**src/rtl/fdi_pkg.sv**
```systemverilog
// Constants, types and timing figures shared by the floppy drive interface
// Function
// - Density output high for 500K, 1M, 2M rates; low for 250K, 300K.
// - Direction output active steps head inward, inactive steps outward.
// - Drive select output low while control bit 0 selects drive zero.
// - Rate indicator shows bit 0 of last written rate register.
// - Side select output low for side 1, high for side 0.
// - Motor output low while control bit 4 is set, high otherwise.
// - Step pulses issued at a software programmed rate during a seek.
// - Write data leaves precompensated; amount chosen by software.
// - Write gate only enables writing, glitch free, off during power changes.
// - Timing derives from 48 MHz generator fed by 14.31818 MHz clock; the code times everything from the 50 MHz CLK_HZ instead.
package fdi_pkg;

  // ****************************************************************
  // Clocking
  // ****************************************************************
  localparam int REF_CLK_HZ = 14_318_180;
  localparam int GEN_CLK_HZ = 48_000_000;
  localparam int CLK_HZ     = 50_000_000;
  localparam int CLK_MHZ    = CLK_HZ / 1_000_000;

  // ****************************************************************
  // Timing
  // ****************************************************************
  localparam int STEP_UNIT_US   = 500;
  localparam int STEP_UNIT_CYC  = STEP_UNIT_US * CLK_MHZ;
  localparam int STEP_PULSE_NS  = 1000;
  localparam int STEP_PULSE_CYC = (STEP_PULSE_NS * CLK_MHZ + 999) / 1000;
  localparam int WPULSE_NS      = 200;
  localparam int WPULSE_CYC     = (WPULSE_NS * CLK_MHZ + 999) / 1000;
  localparam int PC_UNIT_NS     = 20;
  localparam int PC_UNIT_CYC    = (PC_UNIT_NS * CLK_MHZ + 999) / 1000;
  localparam int PC_BASE_CYC    = 8;

  // ****************************************************************
  // Field positions and reset values
  // ****************************************************************
  localparam int DCTL_SEL_BIT = 0;
  localparam int DCTL_MTR_BIT = 4;
  localparam int RATE_LSB     = 0;
  localparam int PC_LSB       = 2;
  localparam int PC_SEL_W     = 3;
  localparam logic [7:0] DCTL_RST = 8'h00;
  localparam logic [2:0] PC_RST   = 3'h0;
  localparam int NUM_PINS     = 6;

  typedef enum logic [1:0] {
    RATE_500K = 2'b00,
    RATE_300K = 2'b01,
    RATE_250K = 2'b10,
    RATE_1M2M = 2'b11
  } fdi_rate_t;

  localparam fdi_rate_t RATE_RST = RATE_250K;

  typedef enum logic [1:0] {
    SK_IDLE  = 2'b00,
    SK_PULSE = 2'b01,
    SK_GAP   = 2'b10
  } fdi_seek_t;

endpackage

```
**src/rtl/fdi_step_if.sv**
```systemverilog
// Seek request and step status between the control and the step engine
interface fdi_step_if;
  logic       start;
  logic       inward;
  logic [7:0] count;
  logic [3:0] rate;
  logic       home;
  logic       busy;
  logic       step;
  logic       done;

  modport ctl (output start, inward, count, rate, home, input busy, step, done);
  modport eng (input start, inward, count, rate, home, output busy, step, done);
endinterface

```
**src/rtl/fdi_precomp.sv**
```systemverilog
// Write pulse precompensation delay line
module fdi_precomp
  import fdi_pkg::*;
#(
  parameter int PC_W = PC_SEL_W
) (
  input  wire logic            clk,
  input  wire logic            arst_n,
  input  wire logic            flux,
  input  wire logic            early,
  input  wire logic            late,
  input  wire logic [PC_W-1:0] amount,
  output logic                 wr_out
);
  localparam int DLY = PC_BASE_CYC + 2;

  logic       busy_reg;
  logic [4:0] cnt_reg;
  logic [4:0] wcnt_reg;
  logic       out_reg;
  logic [4:0] shift;
  logic [4:0] load;

  assign shift = 5'(amount * PC_UNIT_CYC);
  always_comb begin
    load = 5'(PC_BASE_CYC);
    if (early && !late) begin
      load = 5'(PC_BASE_CYC) - shift;
    end else if (late && !early) begin
      load = 5'(PC_BASE_CYC) + shift;
    end
  end

  // A flux event while one is pending is dropped; bit cells are far longer
  always_ff @(posedge clk or negedge arst_n) begin
    if (!arst_n) begin
      busy_reg <= 1'b0;
      cnt_reg  <= '0;
    end else if (!busy_reg) begin
      busy_reg <= flux;
      cnt_reg  <= load;
    end else if (cnt_reg == 5'h00) begin
      busy_reg <= 1'b0;
    end else begin
      cnt_reg <= cnt_reg - 5'h01;
    end
  end

  always_ff @(posedge clk or negedge arst_n) begin
    if (!arst_n) begin
      out_reg  <= 1'b0;
      wcnt_reg <= '0;
    end else if (busy_reg && cnt_reg == 5'h00) begin
      out_reg  <= 1'b1;
      wcnt_reg <= 5'(WPULSE_CYC - 1);
    end else if (wcnt_reg != 5'h00) begin
      wcnt_reg <= wcnt_reg - 5'h01;
    end else begin
      out_reg <= 1'b0;
    end
  end

  assign wr_out = out_reg;

  AST_PC_NOMINAL: assert property (@(posedge clk) disable iff (!arst_n)
    flux && !busy_reg && !early && !late |-> ##DLY $rose(out_reg))
    else $error("nominal write pulse delay wrong");
endmodule

```
**src/rtl/fdi_stepper.sv**
```systemverilog
// Step pulse engine for head seeks
module fdi_stepper
  import fdi_pkg::*;
#(
  parameter int STEP_UNIT = STEP_UNIT_CYC
) (
  input wire logic clk,
  input wire logic arst_n,
  fdi_step_if.eng  sif
);
  localparam int PW1 = STEP_PULSE_CYC - 1;

  fdi_seek_t   state_reg;
  logic [19:0] tmr_reg;
  logic [7:0]  left_reg;
  logic        in_reg;
  logic        done_reg;
  logic [19:0] gap_cyc;
  logic        stop_now;

  // Slow rates give long gaps; 16 minus the rate code, in step units
  assign gap_cyc  = 20'((5'd16 - {1'b0, sif.rate}) * STEP_UNIT - 1);
  assign stop_now = (left_reg == 8'h00) || (sif.home && !in_reg);

  always_ff @(posedge clk or negedge arst_n) begin
    if (!arst_n) begin
      state_reg <= SK_IDLE;
      tmr_reg   <= '0;
      left_reg  <= '0;
      in_reg    <= 1'b0;
    end else begin
      case (state_reg)
        SK_IDLE: begin
          if (sif.start) begin
            left_reg <= sif.count;
            in_reg   <= sif.inward;
            tmr_reg  <= 20'(PW1);
            if (sif.count != 8'h00 && !(sif.home && !sif.inward)) begin
              state_reg <= SK_PULSE;
            end
          end
        end
        SK_PULSE: begin
          if (tmr_reg == 20'h00000) begin
            state_reg <= SK_GAP;
            tmr_reg   <= gap_cyc;
            left_reg  <= left_reg - 8'h01;
          end else begin
            tmr_reg <= tmr_reg - 20'h00001;
          end
        end
        SK_GAP: begin
          if (tmr_reg != 20'h00000) begin
            tmr_reg <= tmr_reg - 20'h00001;
          end else if (stop_now) begin
            state_reg <= SK_IDLE;
          end else begin
            state_reg <= SK_PULSE;
            tmr_reg   <= 20'(PW1);
          end
        end
        default: state_reg <= SK_IDLE;
      endcase
    end
  end

  always_ff @(posedge clk or negedge arst_n) begin
    if (!arst_n) begin
      done_reg <= 1'b0;
    end else begin
      done_reg <= (state_reg == SK_GAP && tmr_reg == 20'h00000 && stop_now)
                | (state_reg == SK_IDLE && sif.start
                   && (sif.count == 8'h00 || (sif.home && !sif.inward)));
    end
  end

  assign sif.step = (state_reg == SK_PULSE);
  assign sif.busy = (state_reg != SK_IDLE);
  assign sif.done = done_reg;

  AST_STEP_WIDTH: assert property (@(posedge clk) disable iff (!arst_n)
    $rose(sif.step) |-> ##PW1 sif.step ##1 !sif.step)
    else $error("step pulse width wrong");

  AST_HOME_STOP: assert property (@(posedge clk) disable iff (!arst_n)
    state_reg == SK_IDLE && sif.start && sif.home && !sif.inward |=> !sif.step [*2])
    else $error("outward seek stepped past home");
endmodule

```
**src/rtl/fdi_top.sv**
```systemverilog
// Drive side signal logic of the floppy controller
module fdi_top
  import fdi_pkg::*;
#(
  parameter int STEP_UNIT = STEP_UNIT_CYC
) (
  input  wire logic       clk,
  input  wire logic       arst_n,
  input  wire logic       dctl_wr,
  input  wire logic [7:0] dctl_data,
  input  wire logic       cfg_wr,
  input  wire logic [7:0] cfg_data,
  input  wire logic       dsr_wr,
  input  wire logic [7:0] dsr_data,
  input  wire logic       side1_sel,
  input  wire logic       seek_start,
  input  wire logic       seek_inward,
  input  wire logic [7:0] seek_steps,
  input  wire logic [3:0] step_rate,
  input  wire logic       write_req,
  input  wire logic       wr_flux,
  input  wire logic       wr_early,
  input  wire logic       wr_late,
  input  wire logic       index_in,
  input  wire logic       home_track_in,
  input  wire logic       write_protect_in,
  input  wire logic       media_change_in,
  input  wire logic       raw_read_in,
  input  wire logic       power_good_in,
  output logic            density_select_out,
  output logic            head_dir_n,
  output logic            drive_select_zero_n,
  output logic            rate_indicator_bit,
  output logic            side_select_out_n,
  output logic            motor_on_zero_n,
  output logic            step_n,
  output logic            write_data_n,
  output logic            write_enable_gate_n,
  output logic            index_pulse,
  output logic            home_track_stat,
  output logic            write_protect_stat,
  output logic            media_change_stat,
  output logic            raw_read_data,
  output logic            raw_read_edge,
  output logic            seek_busy,
  output logic            seek_done
);

  // ****************************************************************
  // Pin synchronisers
  // ****************************************************************
  logic [NUM_PINS-1:0] pin_in;
  logic [NUM_PINS-1:0] sync1_reg;
  logic [NUM_PINS-1:0] sync2_reg;
  logic                idx_s;
  logic                trk_s;
  logic                wp_s;
  logic                chg_s;
  logic                rd_s;
  logic                pwr_s;

  assign pin_in = {power_good_in, raw_read_in, media_change_in,
                   write_protect_in, home_track_in, index_in};

  genvar gi;
  generate
    for (gi = 0; gi < NUM_PINS; gi++) begin : g_sync
      always_ff @(posedge clk or negedge arst_n) begin
        if (!arst_n) begin
          sync1_reg[gi] <= 1'b0;
          sync2_reg[gi] <= 1'b0;
        end else begin
          sync1_reg[gi] <= pin_in[gi];
          sync2_reg[gi] <= sync1_reg[gi];
        end
      end
    end
  endgenerate

  assign idx_s = sync2_reg[0];
  assign trk_s = sync2_reg[1];
  assign wp_s  = sync2_reg[2];
  assign chg_s = sync2_reg[3];
  assign rd_s  = sync2_reg[4];
  assign pwr_s = sync2_reg[5];

  // ****************************************************************
  // Control registers
  // ****************************************************************
  logic [7:0]          dctl_reg;
  fdi_rate_t           rate_reg;
  logic [PC_SEL_W-1:0] pc_reg;
  logic                drv_on;
  logic                mtr_on;
  logic                high_rate;

  always_ff @(posedge clk or negedge arst_n) begin
    if (!arst_n) begin
      dctl_reg <= DCTL_RST;
    end else if (dctl_wr) begin
      dctl_reg <= dctl_data;
    end
  end

  // Same-cycle writes: the rate select register is taken as the later one
  always_ff @(posedge clk or negedge arst_n) begin
    if (!arst_n) begin
      rate_reg <= RATE_RST;
    end else if (dsr_wr) begin
      rate_reg <= fdi_rate_t'(dsr_data[RATE_LSB +: 2]);
    end else if (cfg_wr) begin
      rate_reg <= fdi_rate_t'(cfg_data[RATE_LSB +: 2]);
    end
  end

  always_ff @(posedge clk or negedge arst_n) begin
    if (!arst_n) begin
      pc_reg <= PC_RST;
    end else if (dsr_wr) begin
      pc_reg <= dsr_data[PC_LSB +: PC_SEL_W];
    end
  end

  assign drv_on    = dctl_reg[DCTL_SEL_BIT];
  assign mtr_on    = dctl_reg[DCTL_MTR_BIT];
  assign high_rate = (rate_reg == RATE_500K) || (rate_reg == RATE_1M2M);

  // ****************************************************************
  // Static drive outputs
  // ****************************************************************
  always_ff @(posedge clk or negedge arst_n) begin
    if (!arst_n) begin
      drive_select_zero_n <= 1'b1;
      motor_on_zero_n     <= 1'b1;
      side_select_out_n   <= 1'b1;
      density_select_out  <= 1'b0;
      rate_indicator_bit  <= 1'b0;
    end else begin
      drive_select_zero_n <= ~drv_on;
      motor_on_zero_n     <= ~mtr_on;
      side_select_out_n   <= ~side1_sel;
      density_select_out  <= high_rate;
      rate_indicator_bit  <= rate_reg[RATE_LSB];
    end
  end

  // ****************************************************************
  // Seek
  // ****************************************************************
  fdi_step_if sif ();

  assign sif.start  = seek_start && !sif.busy;
  assign sif.inward = seek_inward;
  assign sif.count  = seek_steps;
  assign sif.rate   = step_rate;
  assign sif.home   = trk_s;

  fdi_stepper #(
    .STEP_UNIT (STEP_UNIT)
  ) u_stepper (
    .clk    (clk),
    .arst_n (arst_n),
    .sif    (sif)
  );

  always_ff @(posedge clk or negedge arst_n) begin
    if (!arst_n) begin
      head_dir_n <= 1'b1;
    end else if (sif.start) begin
      head_dir_n <= ~seek_inward;
    end
  end

  always_ff @(posedge clk or negedge arst_n) begin
    if (!arst_n) begin
      step_n    <= 1'b1;
      seek_busy <= 1'b0;
      seek_done <= 1'b0;
    end else begin
      step_n    <= ~sif.step;
      seek_busy <= sif.busy;
      seek_done <= sif.done;
    end
  end

  // ****************************************************************
  // Write path
  // ****************************************************************
  logic pc_out;
  logic wg_next;

  fdi_precomp #(
    .PC_W (PC_SEL_W)
  ) u_precomp (
    .clk    (clk),
    .arst_n (arst_n),
    .flux   (wr_flux),
    .early  (wr_early),
    .late   (wr_late),
    .amount (pc_reg),
    .wr_out (pc_out)
  );

  // Gate built only from synchronised levels and one flop: no decode glitch
  assign wg_next = write_req && drv_on && mtr_on && pwr_s && !wp_s;

  always_ff @(posedge clk or negedge arst_n) begin
    if (!arst_n) begin
      write_enable_gate_n <= 1'b1;
      write_data_n        <= 1'b1;
    end else begin
      write_enable_gate_n <= ~wg_next;
      write_data_n        <= ~(pc_out && wg_next);
    end
  end

  // ****************************************************************
  // Drive status
  // ****************************************************************
  logic idx_prev_reg;
  logic rd_prev_reg;

  always_ff @(posedge clk or negedge arst_n) begin
    if (!arst_n) begin
      idx_prev_reg       <= 1'b0;
      rd_prev_reg        <= 1'b0;
      index_pulse        <= 1'b0;
      home_track_stat    <= 1'b0;
      write_protect_stat <= 1'b0;
      media_change_stat  <= 1'b0;
      raw_read_data      <= 1'b0;
      raw_read_edge      <= 1'b0;
    end else begin
      idx_prev_reg       <= idx_s;
      rd_prev_reg        <= rd_s;
      index_pulse        <= idx_s && !idx_prev_reg;
      home_track_stat    <= trk_s;
      write_protect_stat <= wp_s;
      media_change_stat  <= chg_s;
      raw_read_data      <= rd_s;
      raw_read_edge      <= rd_s && !rd_prev_reg;
    end
  end

  // ****************************************************************
  // Checks
  // ****************************************************************
  AST_DENSITY: assert property (@(posedge clk) disable iff (!arst_n)
    dsr_wr && (dsr_data[1:0] == RATE_500K || dsr_data[1:0] == RATE_1M2M)
    |-> ##2 density_select_out)
    else $error("density not high for high rate");

  AST_DIR: assert property (@(posedge clk) disable iff (!arst_n)
    seek_start && !sif.busy |=> head_dir_n == !$past(seek_inward))
    else $error("head direction mismatch");

  AST_DRV_SEL: assert property (@(posedge clk) disable iff (!arst_n)
    dctl_wr && dctl_data[DCTL_SEL_BIT] |-> ##2 !drive_select_zero_n)
    else $error("drive select not asserted");

  AST_RATE_CFG: assert property (@(posedge clk) disable iff (!arst_n)
    cfg_wr && !dsr_wr |-> ##2 rate_indicator_bit == $past(cfg_data[RATE_LSB], 2))
    else $error("rate indicator mismatch");

  AST_SIDE: assert property (@(posedge clk) disable iff (!arst_n)
    side1_sel |=> !side_select_out_n)
    else $error("side select not low for side 1");

  AST_MOTOR: assert property (@(posedge clk) disable iff (!arst_n)
    dctl_wr && !dctl_data[DCTL_MTR_BIT] |-> ##2 motor_on_zero_n)
    else $error("motor on while bit clear");

  AST_WG_PROT: assert property (@(posedge clk) disable iff (!arst_n)
    write_protect_stat || !write_enable_gate_n && !$past(pwr_s) |-> write_enable_gate_n)
    else $error("write gate active when forbidden");

  AST_STEP_OUT: assert property (@(posedge clk) disable iff (!arst_n)
    !step_n |-> seek_busy)
    else $error("step pulse outside a seek");

  AST_DENS_LOW: assert property (@(posedge clk) disable iff (!arst_n)
    dsr_wr && (dsr_data[1:0] == RATE_300K || dsr_data[1:0] == RATE_250K)
    |-> ##2 !density_select_out)
    else $error("density high for low rate");

  AST_RATE_DSR: assert property (@(posedge clk) disable iff (!arst_n)
    dsr_wr |-> ##2 rate_indicator_bit == $past(dsr_data[RATE_LSB], 2))
    else $error("rate indicator not following rate select");

  AST_WDATA_GATED: assert property (@(posedge clk) disable iff (!arst_n)
    !write_data_n |-> !write_enable_gate_n)
    else $error("write data outside write gate");

  // Power loss must close the gate within one edge of the synced level
  AST_WG_PWR: assert property (@(posedge clk) disable iff (!arst_n)
    !pwr_s |=> write_enable_gate_n)
    else $error("write gate active without power good");

  COV_HOME: cover property (@(posedge clk) disable iff (!arst_n) seek_done && home_track_stat);
  COV_SEEK: cover property (@(posedge clk) disable iff (!arst_n) seek_done);
  COV_WRITE: cover property (@(posedge clk) disable iff (!arst_n)
    !write_enable_gate_n && !write_data_n);
  COV_DENS: cover property (@(posedge clk) disable iff (!arst_n) $fell(density_select_out));
endmodule

```
**config.mk**
```make
export PLATFORM = sky130hd
export DESIGN_NAME = fdi_top
export DESIGN_NICKNAME = d
export VERILOG_FILES = /design/src/rtl/fdi_pkg.sv /design/src/rtl/fdi_step_if.sv /design/src/rtl/fdi_precomp.sv /design/src/rtl/fdi_stepper.sv /design/src/rtl/fdi_top.sv
export SDC_FILE = /design/constraint.sdc
export NUM_CORES = 1
export LEC_CHECK = 0
export ABC_AREA = 1
export CELL_PAD_IN_SITES_DETAIL_PLACEMENT = 1
export CELL_PAD_IN_SITES_GLOBAL_PLACEMENT = 1
export CORE_ASPECT_RATIO = 1.1
export CORE_MARGIN = 1.5
export CORE_UTILIZATION = 40
export DETAILED_ROUTE_END_ITERATION = 8
export DONT_BUFFER_PORTS = 1
export PLACE_DENSITY = 0.77
export SETUP_SLACK_MARGIN = 0.15
export SYNTH_ARGS = -nofsm -noshare
export SYNTH_HDL_FRONTEND = slang
export SYNTH_SLANG_ARGS = --single-unit
```
**constraint.sdc**
```tcl
create_clock -name clk -period 6.15 [get_ports clk]
set_input_delay 0.615 -clock clk [delete_from_list [all_inputs] [get_ports clk]]
set_output_delay 0.615 -clock clk [all_outputs]
set_load 0.02 [all_outputs]
```
==> results of run 1 <==
## cell type report
type | instances | area, µm² | area share [%]
tap | 161 | 201 | 3.39
clock inverter | 7 | 130 | 2.19
sequential | 81 | 2040 | 34.3
multi-input combinational | 485 | 2880 | 48.5
clock buffer | 9 | 225 | 3.79
inverter | 118 | 443 | 7.45
timing repair buffer | 1 | 27.5 | 0.463
## timing repair
item	in CTS	in global routing
endpoints found under the hold margin	73	0
buffers inserted	0	0
hold buffers	1	0
## report_power, final
| part | internal [mW] | switching, mW | total [mW] |
|---|---|---|---|
| logic | 0.340 | 0.660 | 1.00 |
| clock network | 0.405 | 0.228 | 0.633 |
| registers | 0.665 | 0.117 | 0.782 |
| total | 1.41 | 1.00 | 2.41 |
## metal layers
metal	wire (µm)	track usage (%)	up-vias	part of all wire, %
met4	174	6.91	0	1.3
met3	496	3.93	16	3.7
met5	0	0	-	0
met2	7020	35.2	62	52
met1	5690	23.6	2162	43
li1	-	-	2208	-
## stage by stage
stage / instances / instance area, µm² / setup WS (ns) / utilization (%) / power [mW]
final: 862 / 5950 / 1.31 / 45.0 / 2.41
after global routing: 862 / 5950 / 0.860 / 45.0 / 2.61
after CTS: 862 / 5950 / 1.25 / 45.0 / 2.44
after detailed placement: 845 / 5560 / 0.937 / 42.1 / 1.77
after global placement: 845 / 5560 / 1.06 / 42.1 / 1.71
after floorplan: 692 / 5420 / 1.68 / - / 1.55
## logic make-up (layout without fill, tap and decap cells)
| group | after synthesis | count (layout) | share of synthesized area [%] |
|---|---|---|---|
| compound gates | 79 | 79 | 8.80 |
| xor+xnor | 41 | 41 | 6.63 |
| fa+ha+maj | 51 | 51 | 12.2 |
| buf+inv | 126 | 135 | 9.19 |
| flops | 81 | 81 | 37.6 |
| mux | 1 | 1 | 0.208 |
| simple gates | 313 | 313 | 25.4 |
## worst paths after layout
kind	start	to	slack (ns)	cells past startpoint
max	step_rate[0]	u_stepper.tmr_reg[19]	1.31	25
min	arst_n	drive_select_zero_n	0.11	0
max reg2reg	u_stepper.tmr_reg[0]	u_stepper.tmr_reg[2]	3.11	11
min reg2reg	chg_s	media_change_stat	0.35	0
max in group asynchronous	arst_n	u_stepper.left_reg[3]	5.68	1
min in group clk	side1_sel	side_select_out_n	0.29	1
## cells in the final DEF (no fill, tap or decap), types with 2 or more instances in the layout
| master | Yosys | routed |
|---|---|---|
| clkinv_1 | 2 | 2 |
| nand3_2 | 3 | 3 |
| dfstp_2 | 8 | 8 |
| o21ai_2 | 2 | 2 |
| nand3b_1 | 2 | 2 |
| nor4_1 | 2 | 2 |
| ha_1 | 48 | 48 |
| inv_6 | 0 | 2 |
| inv_8 | 0 | 2 |
| dfrtp_1 | 73 | 73 |
| o21ai_1 | 2 | 2 |
| a21oi_1 | 8 | 8 |
| nor3_1 | 8 | 8 |
| a31oi_1 | 3 | 3 |
| xnor2_1 | 11 | 11 |
| fa_1 | 3 | 3 |
| nor2_2 | 3 | 3 |
| nor2_1 | 56 | 56 |
| inv_1 | 115 | 115 |
| nand4_1 | 7 | 7 |
| o211ai_1 | 4 | 4 |
| nand2_1 | 173 | 173 |
| o22ai_1 | 11 | 11 |
| or2_2 | 6 | 6 |
| clkbuf_16 | 0 | 9 |
| xor2_1 | 30 | 30 |
| a22oi_1 | 7 | 7 |
| nand3_1 | 44 | 44 |
| o21ai_0 | 36 | 36 |
| bufinv_16 | 0 | 3 |
## critical path: cells and delay by family
family | cells | cell delay (ns)
xor+xnor | 1 | 0.32
buf+inv | 5 | 0.49
fa+ha+maj | 7 | 2.24
simple gates | 12 | 1.43
==> reports/results.tsv, run 1 <==
metric	value	unit
outcome	finished, final reports clean	
cts_buffer_depth	2	
gp_congestion	0.848	
drt-pass1-iter-count	4	
p_per_area	406	nW/µm²
ir_worst_vdd	0.290	mV
hold_violations	0	
seq_area_frac_synth	37.6	%
end_kind	flip-flop	
fin_skew	0.00804	ns
cellLeakagePower	3.10	nW
slew_viol_final	0	
path_clk_slew	0.06	ns
finalSetupTns	0	ns
async_flop_share	100	%
ios	71	
arrival	5.12	ns
hold_path_class	in2async	
rsz0062_at_grt	no	
tightestPinTransition	0.884	ns
drt-total-wl	13.4	mm
die_h	125	µm
syn_area_per_cell	7.83	µm²
holdWs	0.111	ns
cp_slowest_cell	fa_1	
grt_pass1_vias	4882	
core	13200	µm²
grt_use_total	19.8	%
nFillCells	1618	
grt_pass1_wl	22.6	mm
antenna_cells	0	
worstPathMaxFanout	10	
drive_gt1_share	6.99	%
netlist_instances	692	
portBuffers	0	
netlist_area	5420	µm²
die-area	14300	µm²
root_buffer	clkbuf_16	
remaining_drc_errors	0	
timing.max_cap.violations	0	
nets	801	
netlist_top_cells_count	nand2_1, inv_1, dfrtp_1	
cts_tree	done	
htreeDepth	3	
cts.sinks	81	
largest_reg_flops	20	
clk_latency	0.34	ns
period_share	78.7	%
yosys_warnings	0	
antenna_found_initial	0	
synth_edf_count	0	
max-slew-margin-rel	40.9	%
cts_buffers	9	
setup_violations	0	
hpwl	10.1	mm
vias	4448	
die_x	114	µm
critPathKind	in2reg	
grt_max_degree	74	
start_util	41.0	%
synth.top_cell.area_share	33.7	%
setup.worst_path.start_class	primary input	
worstPathRequired	6.43	ns
routed_via_density	5.16	
fmaxAchievable	207	MHz
synthTopCellsByArea	dfrtp_1, nand2_1, ha_1, inv_1, xor2_1	
yosysMostFrequentCell	nand2_1	
rows	44	
syn_nets	797	
ys.flop_type	dfrtp_1	
yosysUniqueCellTypes	46	
ys_ff_latch	81	
area_delta_synth_final	9.77	%
cpPeakStageDelay	0.53	ns
yosys.area.top_type	dfrtp_1	
grt_overflow	0	
cts_resized	0	
drtAntennaViolNets	0	
first_iter_violations	129	
drt-wirelength-per-cell	15.5	µm
finalCriticalPeriod	4.84	ns
No activity file was read; power rests on OpenSTA's default activity.
==> run 2: changes to the inputs <==
==> constraint.sdc (replaced) <==
create_clock -name clk -period 4.6 [get_ports clk]
set_input_delay 0.46 -clock clk [delete_from_list [all_inputs] [get_ports clk]]
set_output_delay 0.46 -clock clk [all_outputs]
set_load 0.02 [all_outputs]
==> reports/results.tsv, run 2 (synthesis results as in run 1) <==
metric	value	unit
antenna_found_initial	0	
core	13200	µm²
grt_overflow	0	
drt-pass1-iter-count	7	
rsz0062_at_grt	yes	
grt_max_degree	82	
die_h	125	µm
root_buffer	clkbuf_16	
cp_slowest_cell	fa_1	
timing.max_cap.violations	0	
outcome	finished, final reports clean	
dp_slack	-0.0478	ns
setup.worst_path.start_class	primary input	
die_x	114	µm
arrival	4.45	ns
end_kind	flip-flop	
hpwl	10.5	mm
slew_viol_final	0	
mostFrequentLayoutCell	nand2_1	
routed_via_density	5.17	
r2r_setup_slack	1.62	ns
p_seq_share	32.5	%
remaining_drc_errors	0	
start_util	41.0	%
p_per_area	531	nW/µm²
largest_reg_flops	20	
finalPower	3.22	mW
clk_latency	0.34	ns
grt_pass1_wl	23.3	mm
drt-total-wl	13.9	mm
hold_violations	0	
ir_worst_vdd	0.329	mV
setup_violations	0	
worstPathRequired	4.83	ns
htreeDepth	3	
clkPwrFrac	24.7	%
path_clk_slew	0.06	ns
hold_path_class	in2async	
worst_slack	0.380	ns
fin_util	45.8	%
cts_buffers	9	
rows	44	
switching_power	1.37	mW
tightestPinTransition	0.830	ns
cp_common_cell	nand2_1	
grt_pass1_vias	4950	
fmaxAchievable	237	MHz
power.internal	1.85	mW
gp_congestion	0.823	
combPwrFrac	42.8	%
drtAntennaViolNets	0	
cts_buffer_depth	2	
timing.rr.end	u_stepper.tmr_reg[2]	
endpoint	u_stepper.tmr_reg[17]	
max-slew-margin-rel	44.5	%
area_delta_synth_final	11.8	%
cpPeakStageDelay	0.46	ns
rr_startpoint	u_stepper.tmr_reg[0]	
swShare	42.5	%
final_cell_mix	nand2_1, inv_1, dfrtp_1	
drt-wirelength-per-cell	15.8	µm
critPathKind	in2reg	
ios	71	
antenna_cells	0	
cellLeakagePower	3.15	nW
cts.sinks	81	
cts_tree	done	
period_share	91.7	%
portBuffers	0	
nets	815	
die-area	14300	µm²
reg2regPathDepth	11	
finalCriticalPeriod	4.22	ns
grt_use_total	20.4	%
worstPathMaxFanout	5	
vias	4530	
worstSetupStartpoint	step_rate[1]	
first_iter_violations	165	
fin_skew	0.00882	ns
drive_gt1_share	9.93	%
run 2: repair_timing:
item	CTS	global route
hold endpoints to repair	81	0
resized for setup	0	9
setup endpoints to repair	0	5
buffers inserted	0	1
hold buffers	1	0
run 2: power by group through the flow:
| stage | registers, mW | clock network, mW | logic (mW) |
|---|---|---|---|
| final | 1.05 | 0.795 | 1.38 |
| after CTS | 1.05 | 0.814 | 1.39 |
| after global routing | 1.07 | 0.838 | 1.58 |
| after global placement | 1.05 | 0 | 1.27 |
| after floorplan | 1.02 | 0 | 1.05 |
| after detailed placement | 1.05 | 0 | 1.35 |
run 2: per-stage QoR:
stage                     area (µm²)  instances  setup TNS [ns]  hold WS [ns]
after CTS                       6020        875               0        0.0258
after global routing            6060        876               0        0.0438
after global placement          5660        858               0         0.167
after floorplan                 5420        692               0         0.164
final                           6060        876               0        0.0282
after detailed placement        5660        858         -0.0613         0.167
run 2: worst max-delay path, delay by kind of cell:
| kind | cells | cell delay, ns |
|---|---|---|
| AO/OA/AOI/OAI | 1 | 0.11 |
| XOR/XNOR | 2 | 0.41 |
| adder cells (fa/ha/maj) | 7 | 1.98 |
| buffers and inverters | 6 | 0.46 |
| AND/OR/NAND/NOR | 10 | 1.03 |
run 2: worst min-delay path by stage:
stage / startpoint / end / slack [ns] / cells past startpoint
2_1_floorplan: arst_n / chg_s / 0.16 / 0
5_1_grt: arst_n / pc_reg[0] / 0.04 / 1
4_1_cts: arst_n / sync1_reg[0] / 0.03 / 1
6_report: arst_n / pc_reg[0] / 0.03 / 1
3_3_place_gp: arst_n / u_precomp.cnt_reg[0] / 0.17 / 0
3_5_place_dp: arst_n / u_precomp.busy_reg / 0.17 / 0
run 2: cell type report:
cell class | instances | area, µm²
Sequential cell | 81 | 2040
Clock inverter | 7 | 106
Timing Repair Buffer | 15 | 133
Fill cell | 1618 | 7160
Tap cell | 161 | 201
Clock buffer | 9 | 225
Multi-Input combinational cell | 485 | 2910
Inverter | 118 | 443
run 2: routing by layer:
layer / track usage (%) / wire length (µm) / vias up
li1: - / - / 2245
met1: 24.6 / 5900 / 2191
met2: 36.6 / 7310 / 73
met3: 3.10 / 390 / 21
met4: 6.99 / 257 / 0
met5: 0 / 0 / -
